===== src/logic/wcs_pkg.sv =====
// Purpose: Shared constants and types for the word clock sync selector.
// Assumes: A 200 MHz system clock.
// Notes: Register offsets are byte addresses on the plain register port.
package wcs_pkg;
   localparam longint CLK_HZ = 200_000_000;
   localparam int PER_W = 16;
   // Register offsets.
   localparam logic [7:0] OFS_CTRL = 8'h00;
   localparam logic [7:0] OFS_SYNTH_INC = 8'h04;
   localparam logic [7:0] OFS_STATUS = 8'h08;
   localparam logic [7:0] OFS_PERIOD = 8'h0c;
   localparam logic [7:0] OFS_IRQ_STAT = 8'h10;
   localparam logic [7:0] OFS_IRQ_MASK = 8'h14;
   // Control field positions.
   localparam int CTRL_AUTO = 0;
   localparam int CTRL_PREF_SER = 1;
   localparam int CTRL_HALVED = 2;
   localparam int CTRL_REDUND = 3;
   localparam int CTRL_SER_B = 4;
   // Interrupt status bits.
   localparam int EV_LOCK = 0;
   localparam int EV_LOSS = 1;
   localparam int EV_SWAP = 2;
   localparam int EV_W = 3;
   // Timing: lowest rate in Hz, speed borders and fallback borders as periods in clock cycles.
   localparam longint LOW_RATE_HZ = 32_000;
   localparam longint TIMEOUT_CYC = 2 * CLK_HZ / LOW_RATE_HZ;
   localparam longint SWITCH_MS = 1000;
   localparam longint SWITCH_CYC = SWITCH_MS * (CLK_HZ / 1000);
   localparam logic [PER_W-1:0] PER_DOUBLE = PER_W'(CLK_HZ / 70_000);
   localparam logic [PER_W-1:0] PER_QUAD = PER_W'(CLK_HZ / 140_000);
   localparam logic [17:0] PER_MID_32_44 = 18'(CLK_HZ / 38_050);
   localparam logic [17:0] PER_MID_44_48 = 18'(CLK_HZ / 46_050);
   localparam logic [PER_W-1:0] SYNC_TOL = 16'h0002;
   // Synthesis increments for the standard single speed rates.
   localparam logic [31:0] INC_32K = 32'((64'd32000 << 32) / CLK_HZ);
   localparam logic [31:0] INC_44K1 = 32'((64'd44100 << 32) / CLK_HZ);
   localparam logic [31:0] INC_48K = 32'((64'd48000 << 32) / CLK_HZ);
   localparam logic [31:0] INC_RESET = INC_48K;
   localparam logic [4:0] CTRL_RESET = 5'h00;
   localparam logic [EV_W-1:0] MASK_RESET = 3'h0;

   typedef enum logic [1:0] {REF_INT, REF_WORD, REF_SER_A, REF_SER_B} wcs_ref_type;
   typedef enum logic [1:0] {LK_NONE, LK_LOCK, LK_SYNC} wcs_lock_type;
   typedef enum logic [1:0] {SPD_SINGLE, SPD_DOUBLE, SPD_QUAD} wcs_speed_type;

   typedef struct packed {
      logic [7:0] addr;
      logic [31:0] wdata;
      logic wr;
      logic rd;
   } wcs_bus_req_type;
endpackage : wcs_pkg


===== src/logic/wcs_word_clock_sync.sv =====
// Purpose: Word clock reference selection, regeneration and serial input failover.
// Assumes: Reference pins are asynchronous and sampled by clk.
// Notes: The synthesiser is a 32-bit phase accumulator; its top bit is the internal clock.
`timescale 1ns/1ps
`default_nettype none

module wcs_edge_mon
   import wcs_pkg::*;
#(
   parameter int TIMEOUT = 12500
)
(
   input wire logic clk,
   input wire logic arst_n,
   input wire logic pin,
   output logic lvl,
   output logic rise,
   output logic valid,
   output logic [PER_W-1:0] period
);
   logic s1_reg;
   logic s2_reg;
   logic s3_reg;
   logic lvl_reg;
   logic rise_reg;
   logic valid_reg;
   logic seen_reg;
   logic [PER_W-1:0] cnt_reg;
   logic [PER_W-1:0] period_reg;

   always_ff @(posedge clk or negedge arst_n)
   begin
      if (!arst_n)
      begin
         s1_reg <= 1'b0;
         s2_reg <= 1'b0;
         s3_reg <= 1'b0;
      end
      else
      begin
         s1_reg <= pin;
         s2_reg <= s1_reg;
         s3_reg <= s2_reg;
      end
   end

   always_ff @(posedge clk or negedge arst_n)
   begin
      if (!arst_n)
      begin
         lvl_reg <= 1'b0;
         rise_reg <= 1'b0;
      end
      else
      begin
         if (s2_reg == s3_reg)
         begin
            lvl_reg <= s3_reg;
         end
         rise_reg <= (s2_reg == s3_reg) && s3_reg && !lvl_reg;
      end
   end

   always_ff @(posedge clk or negedge arst_n)
   begin
      if (!arst_n)
      begin
         cnt_reg <= '0;
         period_reg <= '0;
         valid_reg <= 1'b0;
         seen_reg <= 1'b0;
      end
      else if (rise_reg)
      begin
         cnt_reg <= 16'h0001;
         seen_reg <= 1'b1;
         if (seen_reg && (int'(cnt_reg) < TIMEOUT))
         begin
            period_reg <= cnt_reg;
            valid_reg <= 1'b1;
         end
      end
      else if (int'(cnt_reg) >= TIMEOUT)
      begin
         valid_reg <= 1'b0;
         seen_reg <= 1'b0;
      end
      else
      begin
         cnt_reg <= cnt_reg + 16'h0001;
      end
   end

   assign lvl = lvl_reg;
   assign rise = rise_reg;
   assign valid = valid_reg;
   assign period = period_reg;
endmodule : wcs_edge_mon

////////////////////////////////////////////////////////////////////////////////

module wcs_word_clock_sync
   import wcs_pkg::*;
#(
   parameter int TIMEOUT = int'(TIMEOUT_CYC),
   parameter int SWITCH = int'(SWITCH_CYC)
)
(
   input wire logic clk,
   input wire logic arst_n,
   input wire wcs_bus_req_type bus_req,
   output logic [31:0] rdata,
   input wire logic word_clock_in,
   input wire logic serial_a_frame,
   input wire logic serial_b_frame,
   output logic word_clock_out,
   output logic lock_led,
   output logic irq
);
   logic [2:0] m_lvl;
   logic [2:0] m_rise;
   logic [2:0] m_valid;
   logic [PER_W-1:0] m_period [3];
   logic [2:0] pins;
   logic [4:0] ctrl_reg;
   logic [31:0] inc_reg;
   logic [31:0] nco_reg;
   logic nco_msb_reg;
   wcs_ref_type ref_reg;
   wcs_ref_type ref_next;
   wcs_lock_type lock_reg;
   wcs_lock_type lock_next;
   wcs_speed_type speed_next;
   logic [PER_W-1:0] per_cnt_reg;
   logic [PER_W-1:0] per_reg;
   logic [1:0] div_cnt_reg;
   logic [1:0] div_next;
   logic src_lvl;
   logic src_rise;
   logic nco_rise;
   logic ser_ok;
   logic loss;
   logic [17:0] per_norm;
   logic [31:0] fall_inc;
   logic [PER_W-1:0] per_diff;
   logic [31:0] swap_cnt_reg;
   logic swap;
   logic redundant_reg;
   logic [EV_W-1:0] ev_stat_reg;
   logic [EV_W-1:0] ev_mask_reg;
   logic [EV_W-1:0] ev_set;
   logic wr_ctrl;
   logic wr_inc;
   logic wr_stat;
   logic wr_mask;
   logic [31:0] rd_mux;
   logic wc_out_reg;
   logic lock_led_reg;
   logic irq_reg;
   logic [31:0] rdata_reg;

   assign pins = {serial_b_frame, serial_a_frame, word_clock_in};

   ////////////////////////////////////////////////////////////////////////////
   // Input monitors for word clock and both serial frame clocks.
   genvar gi;
   generate
      for (gi = 0; gi < 3; gi++)
      begin : g_mon
         wcs_edge_mon #(.TIMEOUT(TIMEOUT)) u_mon (
            .clk(clk),
            .arst_n(arst_n),
            .pin(pins[gi]),
            .lvl(m_lvl[gi]),
            .rise(m_rise[gi]),
            .valid(m_valid[gi]),
            .period(m_period[gi])
         );
      end
   endgenerate

   ////////////////////////////////////////////////////////////////////////////
   // Register port decode.
   assign wr_ctrl = bus_req.wr && (bus_req.addr == OFS_CTRL);
   assign wr_inc = bus_req.wr && (bus_req.addr == OFS_SYNTH_INC);
   assign wr_stat = bus_req.wr && (bus_req.addr == OFS_IRQ_STAT);
   assign wr_mask = bus_req.wr && (bus_req.addr == OFS_IRQ_MASK);

   always_ff @(posedge clk or negedge arst_n)
   begin
      if (!arst_n)
      begin
         ctrl_reg <= CTRL_RESET;
      end
      else
      begin
         if (wr_ctrl)
         begin
            ctrl_reg[3:0] <= bus_req.wdata[3:0];
         end
         if (swap)
         begin
            ctrl_reg[CTRL_SER_B] <= !ctrl_reg[CTRL_SER_B];
         end
         else if (wr_ctrl)
         begin
            ctrl_reg[CTRL_SER_B] <= bus_req.wdata[CTRL_SER_B];
         end
      end
   end

   always_ff @(posedge clk or negedge arst_n)
   begin
      if (!arst_n)
      begin
         ev_mask_reg <= MASK_RESET;
      end
      else if (wr_mask)
      begin
         ev_mask_reg <= bus_req.wdata[EV_W-1:0];
      end
   end

   ////////////////////////////////////////////////////////////////////////////
   // Reference selection.
   assign ser_ok = ctrl_reg[CTRL_SER_B] ? m_valid[2] : m_valid[1];

   always_comb
   begin
      ref_next = REF_INT;
      if (ctrl_reg[CTRL_AUTO] && !ctrl_reg[CTRL_PREF_SER] && m_valid[0])
      begin
         ref_next = REF_WORD;
      end
      else if (ctrl_reg[CTRL_AUTO] && ser_ok)
      begin
         ref_next = ctrl_reg[CTRL_SER_B] ? REF_SER_B : REF_SER_A;
      end
   end

   assign loss = (ref_reg != REF_INT) && (ref_next == REF_INT) && ctrl_reg[CTRL_AUTO];

   always_ff @(posedge clk or negedge arst_n)
   begin
      if (!arst_n)
      begin
         ref_reg <= REF_INT;
      end
      else
      begin
         ref_reg <= ref_next;
      end
   end

   ////////////////////////////////////////////////////////////////////////////
   // Frequency synthesis, with hardware fallback on loss.
   always_comb
   begin
      per_norm = {2'b00, per_reg};
      if (speed_next == SPD_DOUBLE)
      begin
         per_norm = {1'b0, per_reg, 1'b0};
      end
      else if (speed_next == SPD_QUAD)
      begin
         per_norm = {per_reg, 2'b00};
      end
      fall_inc = INC_48K;
      if (per_norm > PER_MID_32_44)
      begin
         fall_inc = INC_32K;
      end
      else if (per_norm > PER_MID_44_48)
      begin
         fall_inc = INC_44K1;
      end
      fall_inc = fall_inc << speed_next;
   end

   always_ff @(posedge clk or negedge arst_n)
   begin
      if (!arst_n)
      begin
         inc_reg <= INC_RESET;
      end
      else if (loss)
      begin
         inc_reg <= fall_inc;
      end
      else if (wr_inc)
      begin
         inc_reg <= bus_req.wdata;
      end
   end

   always_ff @(posedge clk or negedge arst_n)
   begin
      if (!arst_n)
      begin
         nco_reg <= '0;
         nco_msb_reg <= 1'b0;
      end
      else
      begin
         nco_reg <= nco_reg + inc_reg;
         nco_msb_reg <= nco_reg[31];
      end
   end

   assign nco_rise = nco_reg[31] && !nco_msb_reg;

   ////////////////////////////////////////////////////////////////////////////
   // Source of the output clock and its period measurement.
   always_comb
   begin
      src_lvl = nco_reg[31];
      src_rise = nco_rise;
      case (ref_reg)
         REF_WORD:
         begin
            src_lvl = m_lvl[0];
            src_rise = m_rise[0];
         end
         REF_SER_A:
         begin
            src_lvl = m_lvl[1];
            src_rise = m_rise[1];
         end
         REF_SER_B:
         begin
            src_lvl = m_lvl[2];
            src_rise = m_rise[2];
         end
         default:
         begin
            src_lvl = nco_reg[31];
            src_rise = nco_rise;
         end
      endcase
   end

   always_ff @(posedge clk or negedge arst_n)
   begin
      if (!arst_n)
      begin
         per_cnt_reg <= '0;
         per_reg <= '0;
      end
      else if (src_rise)
      begin
         per_cnt_reg <= 16'h0001;
         per_reg <= per_cnt_reg;
      end
      else if (per_cnt_reg != 16'hffff)
      begin
         per_cnt_reg <= per_cnt_reg + 16'h0001;
      end
   end

   always_comb
   begin
      speed_next = SPD_SINGLE;
      if (per_reg != '0 && per_reg < PER_QUAD)
      begin
         speed_next = SPD_QUAD;
      end
      else if (per_reg != '0 && per_reg < PER_DOUBLE)
      begin
         speed_next = SPD_DOUBLE;
      end
   end

   assign div_next = ctrl_reg[CTRL_HALVED] ? 2'(speed_next) : 2'b00;

   always_ff @(posedge clk or negedge arst_n)
   begin
      if (!arst_n)
      begin
         div_cnt_reg <= '0;
      end
      else if (src_rise)
      begin
         div_cnt_reg <= div_cnt_reg + 2'b01;
      end
   end

   always_ff @(posedge clk or negedge arst_n)
   begin
      if (!arst_n)
      begin
         wc_out_reg <= 1'b0;
      end
      else if (div_next == 2'b00)
      begin
         wc_out_reg <= src_lvl;
      end
      else if (src_rise)
      begin
         wc_out_reg <= (div_next == 2'b01) ? !div_cnt_reg[0] : (div_cnt_reg == 2'b11);
      end
   end

   ////////////////////////////////////////////////////////////////////////////
   // Lock state and lamp.
   assign per_diff = (m_period[0] > m_period[1]) ? m_period[0] - m_period[1] :
                     m_period[1] - m_period[0];

   always_comb
   begin
      lock_next = LK_NONE;
      if (ref_next != REF_INT)
      begin
         lock_next = LK_LOCK;
         if (m_valid[0] && m_valid[1] && per_diff <= SYNC_TOL)
         begin
            lock_next = LK_SYNC;
         end
      end
   end

   always_ff @(posedge clk or negedge arst_n)
   begin
      if (!arst_n)
      begin
         lock_reg <= LK_NONE;
         lock_led_reg <= 1'b0;
      end
      else
      begin
         lock_reg <= lock_next;
         lock_led_reg <= (lock_next != LK_NONE);
      end
   end

   ////////////////////////////////////////////////////////////////////////////
   // Serial input redundancy.
   always_ff @(posedge clk or negedge arst_n)
   begin
      if (!arst_n)
      begin
         swap_cnt_reg <= '0;
         redundant_reg <= 1'b0;
      end
      else if (ctrl_reg[CTRL_REDUND] && !ser_ok &&
               (ctrl_reg[CTRL_SER_B] ? m_valid[1] : m_valid[2]))
      begin
         swap_cnt_reg <= swap ? '0 : swap_cnt_reg + 32'h0000_0001;
         redundant_reg <= redundant_reg || swap;
      end
      else
      begin
         swap_cnt_reg <= '0;
         redundant_reg <= redundant_reg && ctrl_reg[CTRL_REDUND];
      end
   end

   assign swap = ctrl_reg[CTRL_REDUND] && (int'(swap_cnt_reg) >= SWITCH - 1);

   ////////////////////////////////////////////////////////////////////////////
   // Interrupt status, set wins over clear.
   assign ev_set[EV_LOCK] = (lock_next != LK_NONE) && (lock_reg == LK_NONE);
   assign ev_set[EV_LOSS] = loss;
   assign ev_set[EV_SWAP] = swap && !ser_ok;

   always_ff @(posedge clk or negedge arst_n)
   begin
      if (!arst_n)
      begin
         ev_stat_reg <= '0;
         irq_reg <= 1'b0;
      end
      else
      begin
         ev_stat_reg <= (ev_stat_reg & ~(wr_stat ? bus_req.wdata[EV_W-1:0] : 3'h0)) | ev_set;
         irq_reg <= |(((ev_stat_reg & ~(wr_stat ? bus_req.wdata[EV_W-1:0] : 3'h0)) | ev_set)
                      & ev_mask_reg);
      end
   end

   ////////////////////////////////////////////////////////////////////////////
   // Read data, valid only in the cycle after the read strobe.
   always_comb
   begin
      case (bus_req.addr)
         OFS_CTRL: rd_mux = {27'h0, ctrl_reg};
         OFS_SYNTH_INC: rd_mux = inc_reg;
         OFS_STATUS: rd_mux = {22'h0, m_valid, redundant_reg, 2'(speed_next),
                               2'(lock_reg), 2'(ref_reg)};
         OFS_PERIOD: rd_mux = {16'h0, per_reg};
         OFS_IRQ_STAT: rd_mux = {29'h0, ev_stat_reg};
         OFS_IRQ_MASK: rd_mux = {29'h0, ev_mask_reg};
         default: rd_mux = 32'h0000_0000;
      endcase
   end

   always_ff @(posedge clk or negedge arst_n)
   begin
      if (!arst_n)
      begin
         rdata_reg <= '0;
      end
      else
      begin
         rdata_reg <= bus_req.rd ? rd_mux : 32'h0000_0000;
      end
   end

   assign rdata = rdata_reg;
   assign word_clock_out = wc_out_reg;
   assign lock_led = lock_led_reg;
   assign irq = irq_reg;
endmodule : wcs_word_clock_sync

`default_nettype wire


===== config.mk =====
export PLATFORM = sky130hd
export DESIGN_NAME = wcs_word_clock_sync
export DESIGN_NICKNAME = d
export VERILOG_FILES = /design/src/logic/wcs_pkg.sv /design/src/logic/wcs_word_clock_sync.sv
export SDC_FILE = /design/constraint.sdc
export NUM_CORES = 1
export LEC_CHECK = 0
export BUFFER_PORTS_ARGS = -buffer_cell sky130_fd_sc_hd__buf_2
export CAP_MARGIN = 40
export CORE_MARGIN = 2
export CORE_UTILIZATION = 50
export CTS_CLUSTER_SIZE = 16
export DETAILED_ROUTE_END_ITERATION = 8
export HOLD_SLACK_MARGIN = 0.02
export PLACE_DENSITY = 0.79
export SLEW_MARGIN = 30
export SYNTH_ARGS = -nofsm -noshare
export SYNTH_HDL_FRONTEND = slang
export SYNTH_HIERARCHICAL = 1
export SYNTH_SLANG_ARGS = --single-unit

===== constraint.sdc =====
create_clock -name clk -period 4.15 [get_ports clk]
set_input_delay 0.2075 -clock clk [delete_from_list [all_inputs] [get_ports clk]]
set_output_delay 0.2075 -clock clk [all_outputs]
set_load 0.02 [all_outputs]

==> impl_results.md <==
* VDD IR max at 0.0004306 V
* # hold bufs at CTS at 36
* Mapped Area at 15870 µm²
* Drt first pass iters at 7
* I/O pin total at 82
* Leak at 8.241 nW
* Initial antenna violation count at 2
* Clock Tree Root: clkbuf_16
* Chip width at 182.2 µm
* Final Skew at 26.97 ps
* HPWL Detailed at 26680 µm
* CTS tree: built
* CTS H-tree depth at 1
* Iteration-0 DRC Markers at 1353
* Final ANT Viol Nets at 0
* Port Buffers at 81
* Layout cells sized above 1 at 0.1413
* Avg WL per Cell at 18.23 µm
* CTS Buf Count at 31
* Synth Instances at 1622
* Cell Pwr Density at 585.4 nW/µm²
* Global-route wire length before repair at 65160 µm
* Unrepaired setup endpoints after global routing: false
* Final setup vio count at 0
* Data required time of the worst path at 4660 ps
* Least-Margin Pin Slew at 801.7 ps
* Crit path cell chain: inv_1 > ha_1 > a21oi_2 > o221ai_2 > a2111o_1 > o211ai_2 > and2_1 > a31oi_4 > xor2_1 > or4_4 > a2111oi_4 > and3_1
* Worst Setup End Kind: flop
* Critical path's largest stage delay at 540 ps
* Period Utilization, post-route at 0.9249
* Max Clk Rate at 260.5 MHz
* Fill cells at 2622
* Pins Over Slew Limit at 0
* Setup bufs post-CTS at 0
* Worst skew pair latency at 580 ps
* Core box area at 31390 µm²
* Crit Path Category: flop to flop
* Largest net degree at the start of global routing at 121
* Post-cts sizing count at 0
* Status: finished, final reports clean
* Routability Congestion at 0.9404
* Grt ovf at 0
* CP Launch Type: flop
* Synthesized net count at 1750
* FF+latch area at 7096 µm²
* Power after layout at 0.01054 W
* Multi-input gate area at 8130 µm²
* Vias in the first global route at 12.58k
* Hold Vio Cnt, Final at 0
* Vias post-DR at 12.81k
* Drt drc at 0
* Synth warn at 6
* Worst Hold Class: primary input to flop
* Max-cap violations at 0
* Detailed Route WL at 39090 µm
* Syn Area/Cell at 9.786 µm²
* Post-layout minimum cycle time at 3838 ps
* Slowest cell on crit path: or4_4
* Die area at 33190 µm²
* Setup TNS at 0 ps
* Clock Path Buffers at 3
* Number of flip-flops in the largest register at 48
* Sink Count at 283
* Area grow syn2layout at 13.41%
* Avg Vias per Cell at 5.975
* Fin util at 0.5734
* Total Routing Usage GR at 0.2387
* Rows at 65
* Normalized max-slew margin at 0.4655
* Worst-path maximum fanout at 9
* Arr. time, crit path at 4350 ps
* Final net count at 1845
* Die Y at 182.2 µm
* Initial Util at 0.5056
* Clk pin slew, worst setup/hold paths at 60 ps
==> placed cells by master, fill, tap and decap left out, drive strengths merged, types with 40 or more instances in the layout <==
cell	instances
ha	78
nor2	125
clkbuf	47
a21oi	108
buf	102
mux2	59
xnor2	40
o21ai	65
xor2	43
dfrtp	272
inv	79
nand2	156
nand3	66
==> report_power, final <==
part / total (W) / switching (W) / internal (W)
Clock: 0.00275 / 0.00113 / 0.00161
Combinational: 0.00427 / 0.00237 / 0.00190
Sequential: 0.00352 / 0.000358 / 0.00316
==> routing by layer <==
metal | global-route usage | part of all wire | vias up
met1 | 0.3230 | 0.44 | 6286
met5 | 0 | 0 | -
met2 | 0.4038 | 0.48 | 418
met4 | 0.06000 | 0.026 | 0
li1 | - | - | 6012
met3 | 0.03752 | 0.056 | 94
==> cell type report <==
cell class	instances	area share
well taps	402	0.02794
repair buffers	138	0.05352
flip-flops and latches	283	0.3942
diodes	1	0.0001390
inverters	77	0.01606
clock buffers	47	0.04977
multi-input cells	1186	0.4517
clock inverters	10	0.006742
==> worst max-delay path, delay by kind of cell (launching register included) <==
kind	cells	cell delay [ps]
flip-flops	1	380
buffers and inverters	1	60
AND/OR/NAND/NOR	3	1150
XOR/XNOR	1	180
AO/OA/AOI/OAI	6	1580
adder cells (fa/ha/maj)	1	430
==> stage by stage <==
| stage | setup WS, ps | area [µm²] | instances | hold slack (ps) |
|---|---|---|---|---|
| 3_5_place_dp | 335.4 | 16590 | 2048 | 317.6 |
| 3_3_place_gp | 405.5 | 16580 | 2048 | 318.8 |
| 5_1_grt | 77.45 | 18000 | 2144 | 140.1 |
| 6_report | 311.6 | 18000 | 2144 | 111.7 |
| 2_1_floorplan | 780.9 | 15870 | 1622 | -88.09 |
| 4_1_cts | 331.2 | 17970 | 2141 | 83.99 |
==> path summary, 6_finish.rpt <==
| path | from | to | slack (ps) | cells after the start |
|---|---|---|---|---|
| min | bus_req[0] | rdata[10] | 110 | 3 |
| min in group asynchronous | arst_n | g_mon[1].u_mon/period[0] | 150 | 2 |
| min reg2reg | g_mon[2].u_mon/s1_reg | g_mon[2].u_mon/s2_reg | 350 | 0 |
| max in group asynchronous | arst_n | rdata[4] | 3030 | 3 |
| max reg2reg | g_mon[1].u_mon/period[11] | lock_reg[1] | 310 | 12 |
| max | g_mon[1].u_mon/period[11] | lock_reg[1] | 310 | 12 |
Power figures use the tool's default switching activity.
